<file path="config.mk">
export PLATFORM = sky130hd
export DESIGN_NAME = pims_bank
export DESIGN_NICKNAME = d
export VERILOG_FILES = /design/src/logic/pims_pkg.sv /design/src/logic/pims_mmd_if.sv /design/src/logic/pims_bank.sv /design/src/logic/pims_mmd_store.sv
export SDC_FILE = /design/constraint.sdc
export NUM_CORES = 1
export LEC_CHECK = 0
export BUFFER_PORTS_ARGS = -buffer_cell sky130_fd_sc_hd__buf_2
export CAP_MARGIN = 40
export CORE_ASPECT_RATIO = 1.4
export CORE_MARGIN = 1.5
export CORE_UTILIZATION = 45
export DETAILED_ROUTE_END_ITERATION = 16
export SLEW_MARGIN = 20
export SYNTH_ARGS = -nofsm -noshare
export SYNTH_HDL_FRONTEND = slang
export SYNTH_SLANG_ARGS = --single-unit
</file>
<file path="constraint.sdc">
create_clock -name clk -period 27.2 [get_ports clk]
set_input_delay 5.44 -clock clk [delete_from_list [all_inputs] [get_ports clk]]
set_output_delay 5.44 -clock clk [all_outputs]
set_load 0.03 [all_outputs]
</file>
<file path="src/logic/pims_pkg.sv">
// Purpose: shared constants for the management register bank
// Assumes: 16-bit management registers, register port fed by the serial frame engine
// Notes: indices are register numbers on the management bus
package pims_pkg;
  // register indices on the management bus
  localparam logic [4:0] PIMS_IDX_MMD_CTRL = 5'h0d;
  localparam logic [4:0] PIMS_IDX_MMD_DATA = 5'h0e;
  localparam logic [4:0] PIMS_IDX_SYM_ERR = 5'h1a;
  localparam logic [4:0] PIMS_IDX_FLAGS = 5'h1d;
  localparam logic [4:0] PIMS_IDX_MASK = 5'h1e;
  localparam logic [4:0] PIMS_IDX_SPECIAL = 5'h1f;
  // field layouts
  localparam logic [15:0] PIMS_MASK_BITS = 16'h01fe;
  localparam int PIMS_SPC_DONE_BIT = 12;
  localparam int PIMS_SPC_4B5B_BIT = 6;
  localparam int PIMS_SPC_SPEED_LSB = 2;
  localparam int PIMS_CTRL_FN_LSB = 14;
  // reset values
  localparam logic [15:0] PIMS_MASK_RST = 16'h0000;
  localparam logic PIMS_4B5B_RST = 1'b1;
  localparam logic [15:0] PIMS_CTRL_RST = 16'h0000;
  // access control function codes
  localparam logic [1:0] PIMS_FN_ADDR = 2'h0;
  localparam logic [1:0] PIMS_FN_DATA = 2'h1;
  // indirect space device numbers
  localparam logic [4:0] PIMS_DEV_PCS = 5'h03;
  localparam logic [4:0] PIMS_DEV_AN = 5'h07;
  localparam logic [4:0] PIMS_DEV_VND = 5'h1e;
  // indirect space storage
  localparam int PIMS_SLOTS = 34;
  localparam logic [5:0] PIMS_NO_SLOT = 6'h3f;
  // device-present reset values of the indirect spaces
  localparam logic [15:0] PIMS_PRESENT1_RST = 16'h0088;
  localparam logic [15:0] PIMS_PRESENT2_RST = 16'h4000;
endpackage : pims_pkg

</file>
<file path="src/logic/pims_mmd_if.sv">
// Purpose: carries one indirect register access between bank and store
// Assumes: single clock, combinational read data
// Notes: write strobe is one cycle
`timescale 1ns/1ps
interface pims_mmd_if;
  logic [4:0] dev; // selected device number
  logic [15:0] index; // pointer within the device
  logic [15:0] wdata; // data to store
  logic we; // one-cycle write strobe
  logic [15:0] rdata; // contents of the pointed register
  logic hit; // device and index are implemented
  modport bank (output dev, output index, output wdata, output we, input rdata, input hit);
  modport store (input dev, input index, input wdata, input we, output rdata, output hit);
endinterface : pims_mmd_if

</file>
<file path="src/logic/pims_bank.sv">
// Purpose: interrupt mask, special control/status and indirect access registers
// Assumes: register port driven by the management frame engine on clk
// Notes: event inputs are one-cycle pulses from logic on the same clock
//
// Contract
// - eight mask bits 8:1, reset zero
// - mask bits 15:9 and 0 read-only
// - event flags latch until read
// - bit 12 shows negotiation done
// - bit 6 enables 4B5B, reset one
// - bits 4:2 show speed/duplex code
// - other special bits reserved read-only
// - indirect spaces only via control/data pair
// - decode devices 3, 7, 30 only
// - data register write latches pointer
// - data phase reads/writes pointed register
// - coding sublayer index map
// - negotiation index map
// - vendor index map
// - symbol error counter, once per packet
`timescale 1ns/1ps
module pims_bank
  import pims_pkg::*;
#(
  parameter int FLAG_W = 8 // number of interrupt sources
) (
  input wire logic clk,
  input wire logic sys_rst,
  input wire logic [4:0] reg_index,
  input wire logic reg_wr,
  input wire logic reg_rd,
  input wire logic [15:0] reg_wdata,
  output logic [15:0] reg_rdata,
  output logic reg_rvalid,
  input wire logic [FLAG_W:1] src_event,
  input wire logic aneg_done,
  input wire logic [2:0] resolved_speed_duplex_code,
  input wire logic link_100,
  input wire logic rx_in_packet,
  input wire logic rx_symbol_error,
  output logic enc_4b5b_en,
  output logic irq
);
  pims_mmd_if mif ();

  logic [FLAG_W:1] mask_r, mask_nxt; // interrupt enable mask
  logic [FLAG_W:1] flag_r, flag_nxt; // latched event flags
  logic en4b5b_r, en4b5b_nxt; // encoder enable
  logic [15:0] ctrl_r, ctrl_nxt; // access control register
  logic [15:0] ptr_r, ptr_nxt; // pointer within the device
  logic [15:0] symerr_r, symerr_nxt; // symbol error count
  logic pkt_err_r, pkt_err_nxt; // error already counted in packet
  logic [15:0] rdata_r, rdata_nxt; // read answer
  logic rvalid_r; // read answer strobe
  logic irq_r, irq_nxt; // interrupt output
  logic [15:0] mask_word; // mask as read
  logic [15:0] flag_word; // flags as read
  logic [15:0] spc_word; // special control/status as read
  logic data_phase; // control holds the data function
  logic wr_data; // write strobe of the address/data register
  logic rd_flags; // read strobe of the flag register
  logic [4:0] devsel; // selected indirect device

  // true when the strobe aims at the given register index
  function automatic logic pims_at(input logic s, input logic [4:0] i, input logic [4:0] w);
    return s && (i == w);
  endfunction : pims_at

  // decode of access strobes
  assign data_phase = (ctrl_r[PIMS_CTRL_FN_LSB +: 2] == PIMS_FN_DATA);
  assign devsel = ctrl_r[4:0];
  assign wr_data = pims_at(reg_wr, reg_index, PIMS_IDX_MMD_DATA);
  assign rd_flags = pims_at(reg_rd, reg_index, PIMS_IDX_FLAGS);

  // indirect path through control and data
  assign mif.dev = devsel;
  assign mif.index = ptr_r;
  assign mif.wdata = reg_wdata;
  assign mif.we = wr_data && data_phase;

  pims_mmd_store u_store (
    .clk(clk),
    .sys_rst(sys_rst),
    .mif(mif)
  );

  assign mask_word = {{(15 - FLAG_W){1'b0}}, mask_r, 1'b0};
  assign flag_word = {{(15 - FLAG_W){1'b0}}, flag_r, 1'b0};
  always_comb begin
    spc_word = 16'h0000;
    spc_word[PIMS_SPC_DONE_BIT] = aneg_done;
    spc_word[PIMS_SPC_4B5B_BIT] = en4b5b_r;
    spc_word[PIMS_SPC_SPEED_LSB +: 3] = resolved_speed_duplex_code;
  end

  // register writes and event capture
  always_comb begin
    mask_nxt = mask_r;
    en4b5b_nxt = en4b5b_r;
    ctrl_nxt = ctrl_r;
    ptr_nxt = ptr_r;
    if (reg_wr) begin
      case (reg_index)
        PIMS_IDX_MASK: mask_nxt = reg_wdata[FLAG_W:1];
        PIMS_IDX_SPECIAL: en4b5b_nxt = reg_wdata[PIMS_SPC_4B5B_BIT];
        PIMS_IDX_MMD_CTRL: ctrl_nxt = reg_wdata;
        PIMS_IDX_MMD_DATA: if (!data_phase) ptr_nxt = reg_wdata;
        default: ;
      endcase
    end
    flag_nxt = (rd_flags ? '0 : flag_r) | src_event;
  end

  // read answer selection
  always_comb begin
    case (reg_index)
      PIMS_IDX_MASK: rdata_nxt = mask_word;
      PIMS_IDX_SPECIAL: rdata_nxt = spc_word;
      PIMS_IDX_FLAGS: rdata_nxt = flag_word;
      PIMS_IDX_SYM_ERR: rdata_nxt = symerr_r;
      PIMS_IDX_MMD_CTRL: rdata_nxt = ctrl_r;
      PIMS_IDX_MMD_DATA: rdata_nxt = data_phase ? mif.rdata : ptr_r;
      default: rdata_nxt = 16'h0000;
    endcase
  end

  // one count per packet, wraps, no read clear
  always_comb begin
    symerr_nxt = symerr_r;
    pkt_err_nxt = pkt_err_r && rx_in_packet;
    if (link_100 && rx_symbol_error && !pkt_err_r) begin
      symerr_nxt = symerr_r + 16'h0001;
      pkt_err_nxt = rx_in_packet;
    end
  end

  assign irq_nxt = |(flag_nxt & mask_r);

  always_ff @(posedge clk or posedge sys_rst) begin
    if (sys_rst) begin
      mask_r <= PIMS_MASK_RST[FLAG_W:1];
      en4b5b_r <= PIMS_4B5B_RST;
    end else begin
      mask_r <= mask_nxt;
      en4b5b_r <= en4b5b_nxt;
    end
  end

  always_ff @(posedge clk or posedge sys_rst) begin
    if (sys_rst) begin
      flag_r <= '0;
    end else begin
      flag_r <= flag_nxt;
    end
  end

  always_ff @(posedge clk or posedge sys_rst) begin
    if (sys_rst) begin
      irq_r <= 1'b0;
    end else begin
      irq_r <= irq_nxt;
    end
  end

  always_ff @(posedge clk or posedge sys_rst) begin
    if (sys_rst) begin
      ctrl_r <= PIMS_CTRL_RST;
      ptr_r <= 16'h0000;
    end else begin
      ctrl_r <= ctrl_nxt;
      ptr_r <= ptr_nxt;
    end
  end

  // symbol error count, cleared by reset only
  always_ff @(posedge clk or posedge sys_rst) begin
    if (sys_rst) begin
      symerr_r <= 16'h0000;
      pkt_err_r <= 1'b0;
    end else begin
      symerr_r <= symerr_nxt;
      pkt_err_r <= pkt_err_nxt;
    end
  end

  // read answer, held until the next read
  always_ff @(posedge clk or posedge sys_rst) begin
    if (sys_rst) begin
      rdata_r <= 16'h0000;
    end else if (reg_rd) begin
      rdata_r <= rdata_nxt;
    end
  end

  // read answer strobe, one cycle after the read
  always_ff @(posedge clk or posedge sys_rst) begin
    if (sys_rst) begin
      rvalid_r <= 1'b0;
    end else begin
      rvalid_r <= reg_rd;
    end
  end

  // outputs straight from flops
  assign reg_rdata = rdata_r;
  assign reg_rvalid = rvalid_r;
  assign enc_4b5b_en = en4b5b_r;
  assign irq = irq_r;
endmodule : pims_bank

</file>
<file path="src/logic/pims_mmd_store.sv">
// Purpose: storage of the indirect register spaces
// Assumes: pointer and device already latched by the bank
// Notes: unimplemented locations read zero and ignore writes
`timescale 1ns/1ps
module pims_mmd_store
  import pims_pkg::*;
#(
  parameter logic [15:0] VENDOR_ID1 = 16'h1234, // arbitrary value
  parameter logic [15:0] VENDOR_ID2 = 16'h5678 // arbitrary value
) (
  input wire logic clk,
  input wire logic sys_rst,
  pims_mmd_if.store mif
);
  logic [15:0] mem_r [PIMS_SLOTS]; // one word per implemented location
  logic [5:0] slot; // storage slot of the pointed location

  // maps device and index to a storage slot
  function automatic logic [5:0] pims_slot(input logic [4:0] d, input logic [15:0] i);
    logic [5:0] s;
    s = PIMS_NO_SLOT;
    if (d == PIMS_DEV_PCS) begin
      case (i)
        16'd0: s = 6'd0;
        16'd1: s = 6'd1;
        16'd5: s = 6'd2;
        16'd6: s = 6'd3;
        16'd20: s = 6'd4;
        16'd22: s = 6'd5;
        default: begin
          if (i >= 16'd32784 && i <= 16'd32786) s = 6'(i - 16'd32784) + 6'd6;
          else if (i >= 16'd32801 && i <= 16'd32808) s = 6'(i - 16'd32801) + 6'd9;
          else if (i >= 16'd32865 && i <= 16'd32868) s = 6'(i - 16'd32865) + 6'd17;
        end
      endcase
    end else if (d == PIMS_DEV_AN) begin
      case (i)
        16'd5: s = 6'd21;
        16'd6: s = 6'd22;
        16'd60: s = 6'd23;
        16'd61: s = 6'd24;
        default: s = PIMS_NO_SLOT;
      endcase
    end else if (d == PIMS_DEV_VND) begin
      case (i)
        16'd2: s = 6'd25;
        16'd3: s = 6'd26;
        16'd5: s = 6'd27;
        16'd6: s = 6'd28;
        16'd8: s = 6'd29;
        16'd11: s = 6'd30;
        16'd12: s = 6'd31;
        16'd14: s = 6'd32;
        16'd15: s = 6'd33;
        default: s = PIMS_NO_SLOT;
      endcase
    end
    return s;
  endfunction : pims_slot

  assign slot = pims_slot(mif.dev, mif.index);
  assign mif.hit = (slot != PIMS_NO_SLOT);
  assign mif.rdata = mif.hit ? mem_r[slot] : 16'h0000;

  // storage with present and identity defaults
  always_ff @(posedge clk or posedge sys_rst) begin
    if (sys_rst) begin
      for (int k = 0; k < PIMS_SLOTS; k++) begin
        mem_r[k] <= 16'h0000;
      end
      mem_r[2] <= PIMS_PRESENT1_RST;
      mem_r[3] <= PIMS_PRESENT2_RST;
      mem_r[21] <= PIMS_PRESENT1_RST;
      mem_r[22] <= PIMS_PRESENT2_RST;
      mem_r[25] <= VENDOR_ID1;
      mem_r[26] <= VENDOR_ID2;
      mem_r[27] <= PIMS_PRESENT1_RST;
      mem_r[28] <= PIMS_PRESENT2_RST;
    end else if (mif.we && mif.hit) begin
      mem_r[slot] <= mif.wdata;
    end
  end
endmodule : pims_mmd_store

</file>
# Word level (Yosys, flattened, before mapping)
# Memory sizes are Yosys's and may differ from the RTL's.
# Index checks and enable logic that the tools add are counted.
# W data, S select, Z words.
dict set report classes {
  n_addsub 7
  n_lt_le_gt_ge 8
  eq_ne 18
  mux 20
  bitwise_logic 4
  n_reduce_logical 19
}
# cell count
set ops {}
lappend ops {{$bwmux W544} 1}
lappend ops {{$bmux W16 S6} 1}
lappend ops {{$demux W16 S6} 1}
lappend ops {{$pmux W16 S6} 1}
lappend ops {{$mux W16} 5}
lappend ops {{$ge A16 B16 Y1 const B} 3}
lappend ops {{$le A16 B16 Y1 const B} 3}
lappend ops {{$mux W6} 7}
lappend ops {{$pmux W6 S6} 1}
lappend ops {{$eq A16 B3 Y1 const B} 2}
lappend ops {{$eq A16 B5 Y1 const B} 2}
lappend ops {{$eq A16 B6 Y1 const B} 2}
lappend ops {{$eq A5 B5 Y1 const B} 5}
lappend ops {{$pmux W6 S4} 1}
lappend ops {{$add A16 B1 Y16 const B} 1}
lappend ops {{$eq A16 B1 Y1 const B} 1}
lappend ops {{$logic_not A16 Y1} 1}
lappend ops {{$logic_not A12 Y1} 1}
lappend ops {{$sub A6 B6 Y6 const B} 2}
lappend ops {{$logic_and A1 B1 Y1} 11}
lappend ops {{$eq A5 B4 Y1 const B} 2}
lappend ops {{$and A8 B8 Y8} 1}
lappend ops {{$mux W8} 1}
lappend ops {{$or A8 B8 Y8} 1}
lappend ops {{17 further kinds} 19}
dict set report totals {
  register_bits 628
  mem_bits_ro 96
  input_bits 40
  output_inout_bits 19
  elab_cells 121
  memories 1
}
# name words word_bits rd rd_ports_with_merged_regs wr line_no
set memory_table {}
lappend memory_table {{(name not given)} 16 6 1 0 0 pims_mmd_store.sv:45} ;# case (i)

# Longest topological paths before layout
# Gate-level depths: netlist of run 1.
dict set report depth {
  ltp_word 14
  ltp_mapped 18
  mapped_depth_nobuf 13
}

# By module
# A second synthesis of run 1 with hierarchy kept.
dict set report hier_totals {
  cells_unflattened 2676
  area_unflattened_um2 31208.7
}
# mod instances cells_per_inst area_per_inst_um2 seq_area_each_um2
set by_module_without_submodules {}
lappend by_module_without_submodules {pims_mmd_store 1 2314 26967.1 13640.6}
lappend by_module_without_submodules {pims_bank 1 362 4241.6 2103.3}

# Least setup slack after synthesis of run 1
# OpenSTA, ideal clock, no wires.
dict set report synth_path {
  kind {input to register}
  startpoint {input reg_index[4]}
  endpoint {register u_store.mem_r[224] (netlist name)}
  setup_time_ns 0.125
  arrival_ns 7.779
  required_time_ns 27.075
  path_slack_ns 19.296
  stages 8
  n_path_buf 3
  cell_sequence {clkbuf_1 -> nor3_1 -> nand3_1 -> or3_1 -> buf_2 -> nor3_4 -> buf_2 -> mux2_2}
}
dict set report synth_via {
  elab_chain_cells 4
}
# item line_no
set synth_rtl {}
lappend synth_rtl {{start: declaration} pims_bank.sv:29} ;# input wire logic [4:0] reg_index,
lappend synth_rtl {{$eq A5 B4 Y1} pims_bank.sv:66} ;# return s && (i == w);
lappend synth_rtl {{$logic_and A1 B1 Y1} pims_bank.sv:66}
lappend synth_rtl {{$logic_and A1 B1 Y1} pims_bank.sv:79} ;# assign mif.we = wr_data && data_phase;
lappend synth_rtl {{$logic_and A1 B1 Y1} pims_mmd_store.sv:79} ;# end else if (mif.we && mif.hit) begin
lappend synth_rtl {{end signal: indexed assignment} pims_mmd_store.sv:80} ;# mem_r[slot] <= mif.wdata;
lappend synth_rtl {{end: declaration} pims_mmd_store.sv:15} ;# logic [15:0] mem_r [PIMS_SLOTS];
# Every way passes these cells.
# A chain may end at the register's enable or synchronous reset.

# Final worst setup path of run 1
dict set report layout_path {
  startpoint {input reg_index[0]}
  endpoint {register u_store.mem_r[412] (netlist name)}
}
# The elaborated chain is that of the path after synthesis.

==> results of run 1 <==
[cell families (layout without fill, tap and decap cells)]
group                      after synthesis  in the layout  synth area share (%)
adders and majority gates               17             17                0.7021
DFF                                    628            628                 51.97
xor gates and xnor gates                18             18                0.5204
AOI/OAI and AO/OA                      471            471                 10.64
and+or+nand+nor                        603            603                 9.408
buffers and inverters                  219            276                 3.242
muxes                                  634            634                 23.52
[critical path: stages]
cell and delay, ns:
buf_2 0.13, nand2b_1 0.20, nor3_2 0.36, nand3_1 0.33, or2_4 0.38, nand2b_1 0.46, nor2_4 0.67, mux2_2 0.41
[layer usage]
layer,part of all wire (%),track usage [%]
met5,0.030,0
met4,6.5,18.25
met3,6.1,4.485
met2,49,51.86
met1,38,36.30
[flip-flops by register name (all words and copies together), names as in the netlist]
signal	cells
pkt_err_r	1
symerr_r	16
mif.index	16
ctrl_r	16
u_store.mem_r	544
mask_r	8
reg_rdata	16
reg_rvalid	1
irq	1
flag_r	8
enc_4b5b_en	1
[Yosys cell counts, drive strengths merged (3+ instances only)]
cell | count | area (µm²)
a2111oi | 15 | 168.9
a211o | 5 | 43.79
a211oi | 19 | 152.6
a21o | 16 | 120.1
a21oi | 57 | 289.0
a221o | 6 | 60.06
a221oi | 8 | 70.07
a22o | 3 | 26.28
a22oi | 11 | 82.58
a311oi | 9 | 78.83
a31oi | 27 | 175.2
a32oi | 3 | 26.28
and2 | 14 | 88.84
and3 | 8 | 50.05
and4 | 3 | 26.28
buf | 101 | 539.3
clkbuf | 102 | 382.9
dfrtp | 605 | 15140
dfstp | 23 | 604.3
ha | 17 | 212.7
inv | 15 | 56.30
mux2 | 592 | 6704
mux2i | 42 | 420.4
nand2 | 208 | 780.8
nand2b | 9 | 56.30
nand3 | 56 | 302.8
nand4 | 12 | 75.07
nor2 | 214 | 888.4
nor2b | 16 | 100.1
nor3 | 30 | 171.4
nor4 | 7 | 88.83
o211ai | 22 | 170.2
o21a | 9 | 67.56
o21ai | 111 | 555.5
o221ai | 53 | 464.2
o22ai | 75 | 469.2
o31ai | 3 | 22.52
or3 | 10 | 62.56
xnor2 | 11 | 96.34
xor2 | 7 | 61.31
[layout make-up]
cell class	instances	area, µm²
Clock buffer	92	1762
Clock inverter	16	251.5
Fill cell	5818	32620
Inverter	16	67.56
Multi-Input combinational cell	1743	13650
Sequential cell	628	15740
Tap cell	855	1070
Timing Repair Buffer	152	1399
[stage by stage]
stage	utilization (%)	hold slack (ns)
detailed placement	47.67	0.4690
CTS	50.69	0.4822
global route	50.99	0.5016
finish	50.99	0.4813
global placement	46.90	0.4643
floorplan	-	0.4425
[power breakdown]
group	internal [mW]	total [mW]	leakage (nW)	switching (mW)
clock	0.500	0.873	0.985	0.372
sequential	0.951	0.980	8.56	0.0294
combinational	0.0648	0.210	6.70	0.145
[final timing paths]
check,end,start,slack [ns],cells past startpoint
setup / recovery,u_store.mem_r[412]$_DFFE_PP0P_,reg_index[0],19.33,8
hold / removal,u_store.mem_r[370]$_DFFE_PP0P_,u_store.mem_r[370]$_DFFE_PP0P_,0.48,1
setup reg to reg,reg_rdata[4]$_DFFE_PP0P_,mif.index[1]$_DFFE_PP0P_,20.57,15
hold reg to reg,u_store.mem_r[370]$_DFFE_PP0P_,u_store.mem_r[370]$_DFFE_PP0P_,0.48,1
max in group asynchronous,u_store.mem_r[280]$_DFFE_PP0P_,sys_rst,19.91,7
min in group asynchronous,reg_rvalid$_DFF_PP0_,sys_rst,4.79,2
==> results.md, run 1 <==
* Setup Fix Bufs, Post-CTS at 0
* Cells after synthesis at 2,590
* Hold Path Class: reg2reg
* PnR worst setup slack at between 15 and 20 ns
* Post-DRT Antenna Nets at 0
* Register area share after synthesis at 51.97%
* Post-synthesis cell area at 30,300 µm²
* Main synth FF type: dfrtp_1
* Status: completed
* Maximum vdd ir drop at between 0.05 and 0.06 mV
* Average size of a mapped cell at between 10 and 15 µm²
* Post-Route WL at 104,200 µm
* Initial DRC Count at about 1,900
* Synth unique cells at 92
* Layout area overhead at 12.04%
* Final cell count without fillers at 3,502
* Final setup fails at 0
* DRC at 0
* Die X at 222.3 µm
* Die area at approximately 69,000 µm²
* Die extent in y at ~310 µm
* CP Data Required Time at around 28 ns
* Layout Skew at 0.02209 ns
* Syn nets at around 2,600
* CTS tree: done
* Row Count at 112
* Yosys warns at 0
* Clk_lat worst skew at roughly 0.66 ns
* Final nets at approximately 2,700
* Static Leak at 16.25 nW
* Crit end category: flop
* IO Port Bufs at between 50 and 60
* Commonest cells after routing, fill and taps aside: 605 x dfrtp_1, 560 x mux2_2, 206 x nand2_1
* Root buffer cell: clkbuf_16
* Max Clock Freq at around 130 MHz
* N_diodes at 0
* Reg clk slew, reported paths at ~0.06 ns
* # H-tree levels at 2
* Gr ovfl total at 0
* Clock Tree Buf Depth at 3
* Max-cap viol count at 0
* Hold buffer count at CTS at 0
* Most common cell after layout, fill and taps aside: dfrtp_1
* # IOs at 59
* CP Launch Type: primary input
* Pins over their slew limit at 0
* Initial antenna violation count at 3
* Number of flops mapped to enable cells by yosys at 0
* DR WL/cell at 29.75 µm
* HPWL Detailed at slightly below 70,000 µm
* Routability cong. at around 0.89
* Vias per inst at approximately 6.3
* Clock sinks at around 630
* Layout cells sized above 1 at between 30 and 40%
* Resize count post-CTS at 0
* Gr usage total at 30.31%
* Via count at about 22,000
* First-pass DRT Iterations at 5
* Arr. time, crit path at 8.40 ns
* Cts bufs inserted at ~60
* Core Footprint at roughly 67,000 µm²
* Vias in the first global route at between 20,000 and 25,000
* Setup TNS at 0 ns
* RSZ-0062 raised after global routing: no
* Rel. slew slack at between 30 and 40%
* Placed insts at roughly 3,400
* Least-Margin Pin Slew at 0.9991 ns
* Min cycle time layout at between 7 and 8 ns
* Yosys reg bits at about 630
* Placed inst area at 31,730 µm²
* Final Cell Area at roughly 34,000 µm²
* Worst Setup Path Type: in2reg
* Largest net degree at the start of global routing at 188
* DP Worst Slack at 18.19 ns
* Cell Pwr Density at just over 60 nW/µm²
* Async set-reset flop share out of synthesis at 100.0%
* Fin crit share at ~29%
* Hold Violations, Final at 0
* First-pass GRT wire length at between 150,000 and 200,000 µm
* Pwr Total at roughly 2.1 mW
* Starting Density at around 46%
* Crit path max fanout at 16
(Power assumes the default switching activity.)
==> inputs of run 2 (changes only) <==
Clock period 27.2 ns to 8.05 ns, I/O delays scaled along.
==> run 2 against run 1 <==
Wire length rose by 4.4%. Non-clock buffer count fell by 5. Core utilization is 0.37 points lower. Cell count is 0.11% lower. Setup slack got worse by 17 ns. Register-to-register slack got worse by 19 ns. Design area down 0.72%. Critical path depth grew 5. Largest power group unchanged.
==> results.md, run 2 (synthesis gave the netlist of run 1 again) <==
* Post-DRT Antenna Nets at 0 (unchanged)
* Vias in the first global route at 22,950 (+1.2%)
* Die X at 222.3 µm (unchanged)
* First-pass DRT Iterations at 5 (unchanged)
* Max Clock Freq at 161.5 MHz
* Vias per inst at 6.407 (+1.0%)
* CTS tree: done
* Most flop-heavy register: u_store.mem_r
* Final Cell Area at 33,700 µm² (-0.72%)
* Reg2Reg Depth at 13 (-2)
* Gr usage total at 31.58% (+1.3 points)
* Fin crit share at between 70% and 80%
* Pins over their slew limit at 0 (unchanged)
* Hold Violations, Final at 0 (unchanged)
* Clock Tree Buf Depth at 3 (unchanged)
* Worst R2R Start: mif.index[2]$_DFFE_PP0P_
* CP Launch Type: flop
* Worst Setup Path Type: reg2reg
* Hold Crit Depth at 1 (unchanged)
* Root buffer cell: clkbuf_16
* Min cycle time layout at 6.193 ns
* Starting Density at 45.51% (unchanged)
* Reg clk slew, reported paths at 0.06 ns (about the same)
* Top Layer Used: met5
* Clk_lat worst skew at 0.68 ns (+0.02 ns)
* Initial DRC Count at 2,037 (+6.8%)
* Filler instances at 5,839 (+0.36%)
* N_diodes at 0 (unchanged)
* First-pass GRT wire length at 158,900 µm (+3.2%)
* Gr ovfl total at 0 (unchanged)
* Crit end category: flop
* Clock sinks at 628 (unchanged)
* Via count at 22,410 (+0.89%)
* Cell Pwr Density at 204.5 nW/µm² (+240%)
* HPWL Detailed at 73,290 µm (+6.4%)
* Die area at 68,910 µm² (unchanged)
* Initial antenna violation count at 2 (-1)
* Least-Margin Pin Slew at 1.117 ns (+0.1178 ns)
* R2r endpoint: u_store.mem_r[370]$_DFFE_PP0P_
* Layout Skew at 0.03039 ns (+0.008298 ns)
* Worst hold endpoint: u_store.mem_r[391]$_DFFE_PP0P_
* Largest net degree at the start of global routing at 173 (-8.0%)
* WL met1 at 41,090 µm (+2.9%)
* Arr. time, crit path at 6.73 ns (-1.67 ns)
* Maximum vdd ir drop at 0.1702 mV (+240%)
* Routability cong. at 0.9102 (+2.8%)
* Layout area overhead at 11.24%
* Status: completed
* Resize count post-CTS at 0 (unchanged)
* # IOs at 59 (unchanged)
* Hold buffer count at CTS at 0 (unchanged)
* HP Start: u_store.mem_r[391]$_DFFE_PP0P_
* Setup Fix Bufs, Post-CTS at 0 (unchanged)
* DRC at 0 (unchanged)
* Largest register FFs at 544 (unchanged)
* Placed inst area at 31,630 µm² (-0.33%)
* Worst reg-to-reg setup slack at 1.86 ns (-18.71 ns)
* Commonest cells after routing, fill and taps aside: 605 x dfrtp_1, 560 x mux2_2, 204 x nand2_1
* Post-Route WL at 108,800 µm (+4.4%)
* # H-tree levels at 2 (unchanged)
* Hold WS at 0.4849 ns (+0.003634 ns)
* Storage element area at 15,740 µm² (unchanged)
* Area occupied by multi-input gates at 13,650 µm² (about the same)
* Pwr Total at 6.892 mW (+230%)
* Cts bufs inserted at 59 (unchanged)
* Crit path max fanout at 53 (+37)
* CP Data Required Time at 8.59 ns (-19.14 ns)
* Most common cell after layout, fill and taps aside: dfrtp_1
* Met2 Wirelength at 52,640 µm (+3.0%)
* Max-cap viol count at 0 (unchanged)
* Final setup fails at 0 (unchanged)
* Core Footprint at 66,560 µm² (unchanged)
* Final core occ at 50.63% (-0.37 points)
* Hold Path Class: reg2reg
* Setup TNS at 0 ns (unchanged)
* Static Leak at 16.13 nW (-0.73%)
* IO Port Bufs at 58 (unchanged)
* RSZ-0062 raised after global routing: no
* Rel. slew slack at 25.54% (-7.9 points)
* Die extent in y at 310.0 µm (unchanged)
* Layout cells sized above 1 at 33.64% (+0.051 points)
* Wire length on met3 at 6636 µm (+4.7%)
* Row Count at 112 (unchanged)
* Final nets at 2,652 (-0.19%)
* DR WL/cell at 31.10 µm (+4.5%)
==> run 2: final cells by class <==
class | count | area share (%)
repair buffers | 147 | 3.624
multi-input cells | 1743 | 40.51
well taps | 855 | 3.174
clock buffers | 87 | 5.079
clock inverters | 22 | 0.7054
flip-flops and latches | 628 | 46.72
inverters | 16 | 0.1894
==> run 2: where the power goes <==
| group | switching (mW) | leakage [nW] | total, mW | internal (mW) |
|---|---|---|---|---|
| clock | 1.29 | 0.962 | 2.86 | 1.58 |
| combinational | 0.501 | 6.61 | 0.717 | 0.216 |
| sequential | 0.102 | 8.56 | 3.31 | 3.21 |
==> run 2: metal layers <==
layer / track usage [%] / vias up
met5: 0 / -
met4: 22.05 / 2
met3: 4.684 / 336
met2: 53.13 / 975
met1: 37.39 / 11690
li1: - / 9412
==> run 2: worst max-delay path by stage <==
stage	slack, ns	start	to
3_5_place_dp	2.01	mif.index[2]$_DFFE_PP0P_	u_store.mem_r[389]$_DFFE_PP0P_
3_3_place_gp	2.01	mif.index[2]$_DFFE_PP0P_	u_store.mem_r[302]$_DFFE_PP0P_
5_1_grt	1.57	mif.index[2]$_DFFE_PP0P_	u_store.mem_r[392]$_DFFE_PP0P_
6_report	1.86	mif.index[2]$_DFFE_PP0P_	u_store.mem_r[370]$_DFFE_PP0P_
4_1_cts	1.99	mif.index[2]$_DFFE_PP0P_	u_store.mem_r[370]$_DFFE_PP0P_
2_1_floorplan	-2.12	sys_rst	ctrl_r[0]$_DFFE_PP0P_
==> run 2: worst max-delay path, stage by stage, from the launching register on <==
cell,delay (ns)
dfrtp_1,0.78
clkinv_1,0.46
ha_1,0.31
nand3b_1,0.08
o311ai_1,0.24
and2_2,0.32
a311oi_1,0.68
a21o_4,0.75
nand3_2,0.57
nor3_2,0.35
or2_4,0.19
nand2b_1,0.63
nor2_4,0.27
mux2_1,0.38
==> run 2: metrics by stage <==
stage,setup WS (ns),cells
after floorplan,-2.116,2590
after global placement,2.005,3365
after detailed placement,2.014,3382
after CTS,1.991,3491
after global routing,1.565,3498
final,1.857,3498
==> inputs of run 3 (changes only) <==
Clock period 8.05 ns to 5.7 ns, I/O delays scaled along.
==> run 3 against run 2 <==
Cell count is 1.5% higher. Combinational power is 44% higher. Die area stayed put. Non-clock buffer count is 51 higher. Global-route usage is 0.22 points lower. Setup slack worse by 1.5 ns. Clock skew is 0.011 ns lower. Design area is 1.3% higher. Critical path type unchanged. Largest cell class unchanged.
==> results.md, run 3 (synthesis gave the netlist of run 1 again) <==
* Vias in the first global route at 22,900 (-0.24%)
* Die X at 222.3 µm (unchanged)
* Largest net degree at the start of global routing at 152 (-12%)
* Met2 Wirelength at 52,840 µm (+0.39%)
* Final nets at 2,703 (+1.9%)
* Row Count at 112 (unchanged)
* Flop pwr share at 47.5% (-0.6 points)
* Setup TNS at 0 ns (unchanged)
* HPWL Detailed at 72,930 µm (-0.48%)
* First-pass DRT Iterations at 6 (+1)
* Crit path max fanout at 20 (-62%)
* Placed insts at 3,431 (+1.4%)
* Routability cong. at 0.9551 (+4.9%)
* Hold Violations, Final at 0 (unchanged)
* CTS tree: done
* Reg clk slew, reported paths at 0.07 ns (about the same)
* Root buffer cell: clkbuf_16
* Clock Tree Buf Depth at 3 (unchanged)
* Die area at 68,910 µm² (unchanged)
* Most flop-heavy register: u_store.mem_r
* Arr. time, crit path at 5.89 ns (-0.84 ns)
* Top Layer Used: met4
* Cts bufs inserted at 59 (unchanged)
* Cell Pwr Density at 287.5 nW/µm² (+41%)
* Clock sinks at 628 (unchanged)
* # IOs at 59 (unchanged)
* Gate power share at 10.5% (about the same)
* Hold buffer count at CTS at 0 (unchanged)
* Vias per inst at 6.372 (-0.55%)
* Gr usage total at 31.36% (-0.22 points)
* Status: completed
* First-pass GRT wire length at 159,000 µm (+0.10%)
* Resize count post-CTS at 0 (unchanged)
* PnR worst setup slack at 0.3304 ns (-1.527 ns)
* Most common cell after layout, fill and taps aside: dfrtp_1
* Worst Setup Path Type: reg2reg
* Area occupied by multi-input gates at 13,630 µm² (-0.13%)
* Post-Route WL at 107,700 µm (-1.0%)
* Via count at 22,620 (+0.93%)
* Layout cells sized above 1 at 34.78% (+1.1 points)
* Post-DRT Antenna Nets at 0 (unchanged)
* Largest register FFs at 544 (unchanged)
* Rel. slew slack at 30.27% (+4.7 points)
* # H-tree levels at 2 (unchanged)
* DP Worst Slack at 0.2533 ns (-1.761 ns)
* Starting Density at 45.51% (unchanged)
* WL met1 at 41,850 µm (+1.9%)
* Least-Margin Pin Slew at 1.046 ns (-0.07093 ns)
* Pwr Total at 9.815 mW (+42%)
* Switching power at 2.605 mW (+38%)
* Static Leak at 16.38 nW (+1.6%)
* Initial antenna violation count at 0 (-2)
* Clk_lat worst skew at 0.65 ns (-0.03 ns)
* CP Data Required Time at 6.22 ns (-2.37 ns)
* Gr ovfl total at 0 (unchanged)
* Sw Share at 26.54% (-0.85 points)
* Final Cell Area at 34,140 µm² (+1.3%)
* Placed inst area at 32,000 µm² (+1.2%)
* Commonest cells after routing, fill and taps aside: 605 x dfrtp_1, 560 x mux2_2, 207 x nand2_1
* Layout area overhead at 12.69%
* CP Launch Type: flop
* Internal power at 7.211 mW (+44%)
* IO Port Bufs at 58 (unchanged)
* Initial DRC Count at 2,069 (+1.6%)
* Hold Path Class: reg2reg
* Max Clock Freq at 186.2 MHz (+15%)
* Min cycle time layout at 5.370 ns (-0.8230 ns)
* Fin crit share at 94.20% (+17 points)
* DR WL/cell at 30.33 µm (-2.5%)
* Wire length on met3 at 6692 µm (+0.84%)
* Max-cap viol count at 0 (unchanged)
* Final core occ at 51.29% (+0.66 points)
* Layout Skew at 0.01908 ns (-0.01131 ns)
* Core Footprint at 66,560 µm² (unchanged)
* Final setup fails at 0 (unchanged)
* Hold WS at 0.4762 ns (-0.008749 ns)
* DRC at 0 (unchanged)
* Maximum vdd ir drop at 0.2190 mV (+29%)
* Pins over their slew limit at 0 (unchanged)
* RSZ-0062 raised after global routing: no
* Filler instances at 5,742 (-1.7%)
* Storage element area at 15,740 µm² (unchanged)
* Die extent in y at 310.0 µm (unchanged)
* Crit end category: flop
* Final cell count without fillers at 3,550 (+1.5%)
* Clock Power Share at 42.1% (+0.6 points)
==> run 3: changes by cell type in the layout (fill, tap and decap cells not counted), sizes merged <==
| cell | change |
|---|---|
| inv | -2 |
| clkbuf | -2 |
| clkinv | -1 |
| clkinvlp | +1 |
| buf | +52 |
| diode | +1 |
| bufinv | +3 |
==> run 3: worst max-delay path, cell delays in order (launching register included) <==
cell	delay, ns
dfrtp_1	0.76
clkinv_1	0.49
ha_1	0.32
nand3b_1	0.08
o311ai_1	0.25
and2_2	0.32
a311oi_1	0.56
a21o_4	0.48
buf_4	0.36
nand2_1	0.26
buf_4	0.27
o22ai_1	0.17
a21oi_1	0.16
o21ai_0	0.34
a21oi_1	0.09
o32a_1	0.32
==> run 3: metal layers <==
metal  vias up  GRT usage, %
met1     11750         38.55
met4         0         16.82
li1       9527             -
met5         -             0
met3       295         4.391
met2      1048         53.62
==> run 3: worst paths after layout <==
| check | start | end | slack [ns] | depth (start not counted) |
|---|---|---|---|---|
| hold reg to reg | symerr_r[15]$_DFFE_PP0P_ | symerr_r[15]$_DFFE_PP0P_ | 0.48 | 1 |
| hold / removal | symerr_r[15]$_DFFE_PP0P_ | symerr_r[15]$_DFFE_PP0P_ | 0.48 | 1 |
| max in group asynchronous | sys_rst | mif.index[14]$_DFFE_PP0P_ | 3.73 | 4 |
| min in group asynchronous | sys_rst | ctrl_r[8]$_DFFE_PP0P_ | 0.57 | 2 |
| setup reg to reg | mif.index[2]$_DFFE_PP0P_ | reg_rdata[10]$_DFFE_PP0P_ | 0.33 | 15 |
| setup / recovery | mif.index[2]$_DFFE_PP0P_ | reg_rdata[10]$_DFFE_PP0P_ | 0.33 | 15 |
==> run 3: final cells by class <==
class	count	area share (%)
diodes	1	0.007330
clock buffers	86	5.039
clock inverters	23	0.8099
inverters	16	0.1869
multi-input cells	1743	39.94
flip-flops and latches	628	46.12
well taps	855	3.133
repair buffers	198	4.772
==> run 3: power groups by stage <==
stage / Sequential [mW] / Clock, mW / Combinational (mW)
6_report: 4.66 / 4.13 / 1.03
5_1_grt: 4.66 / 4.35 / 1.10
4_1_cts: 4.66 / 4.19 / 1.00
3_5_place_dp: 4.74 / 0 / 0.996
3_3_place_gp: 4.73 / 0 / 0.987
2_1_floorplan: 4.70 / 0 / 0.625
==> run 3: repair_timing <==
item | CTS | global route
endpoints found under the hold margin | 0 | 0
setup buffers | 0 | 3
setup endpoints to repair | 0 | 1
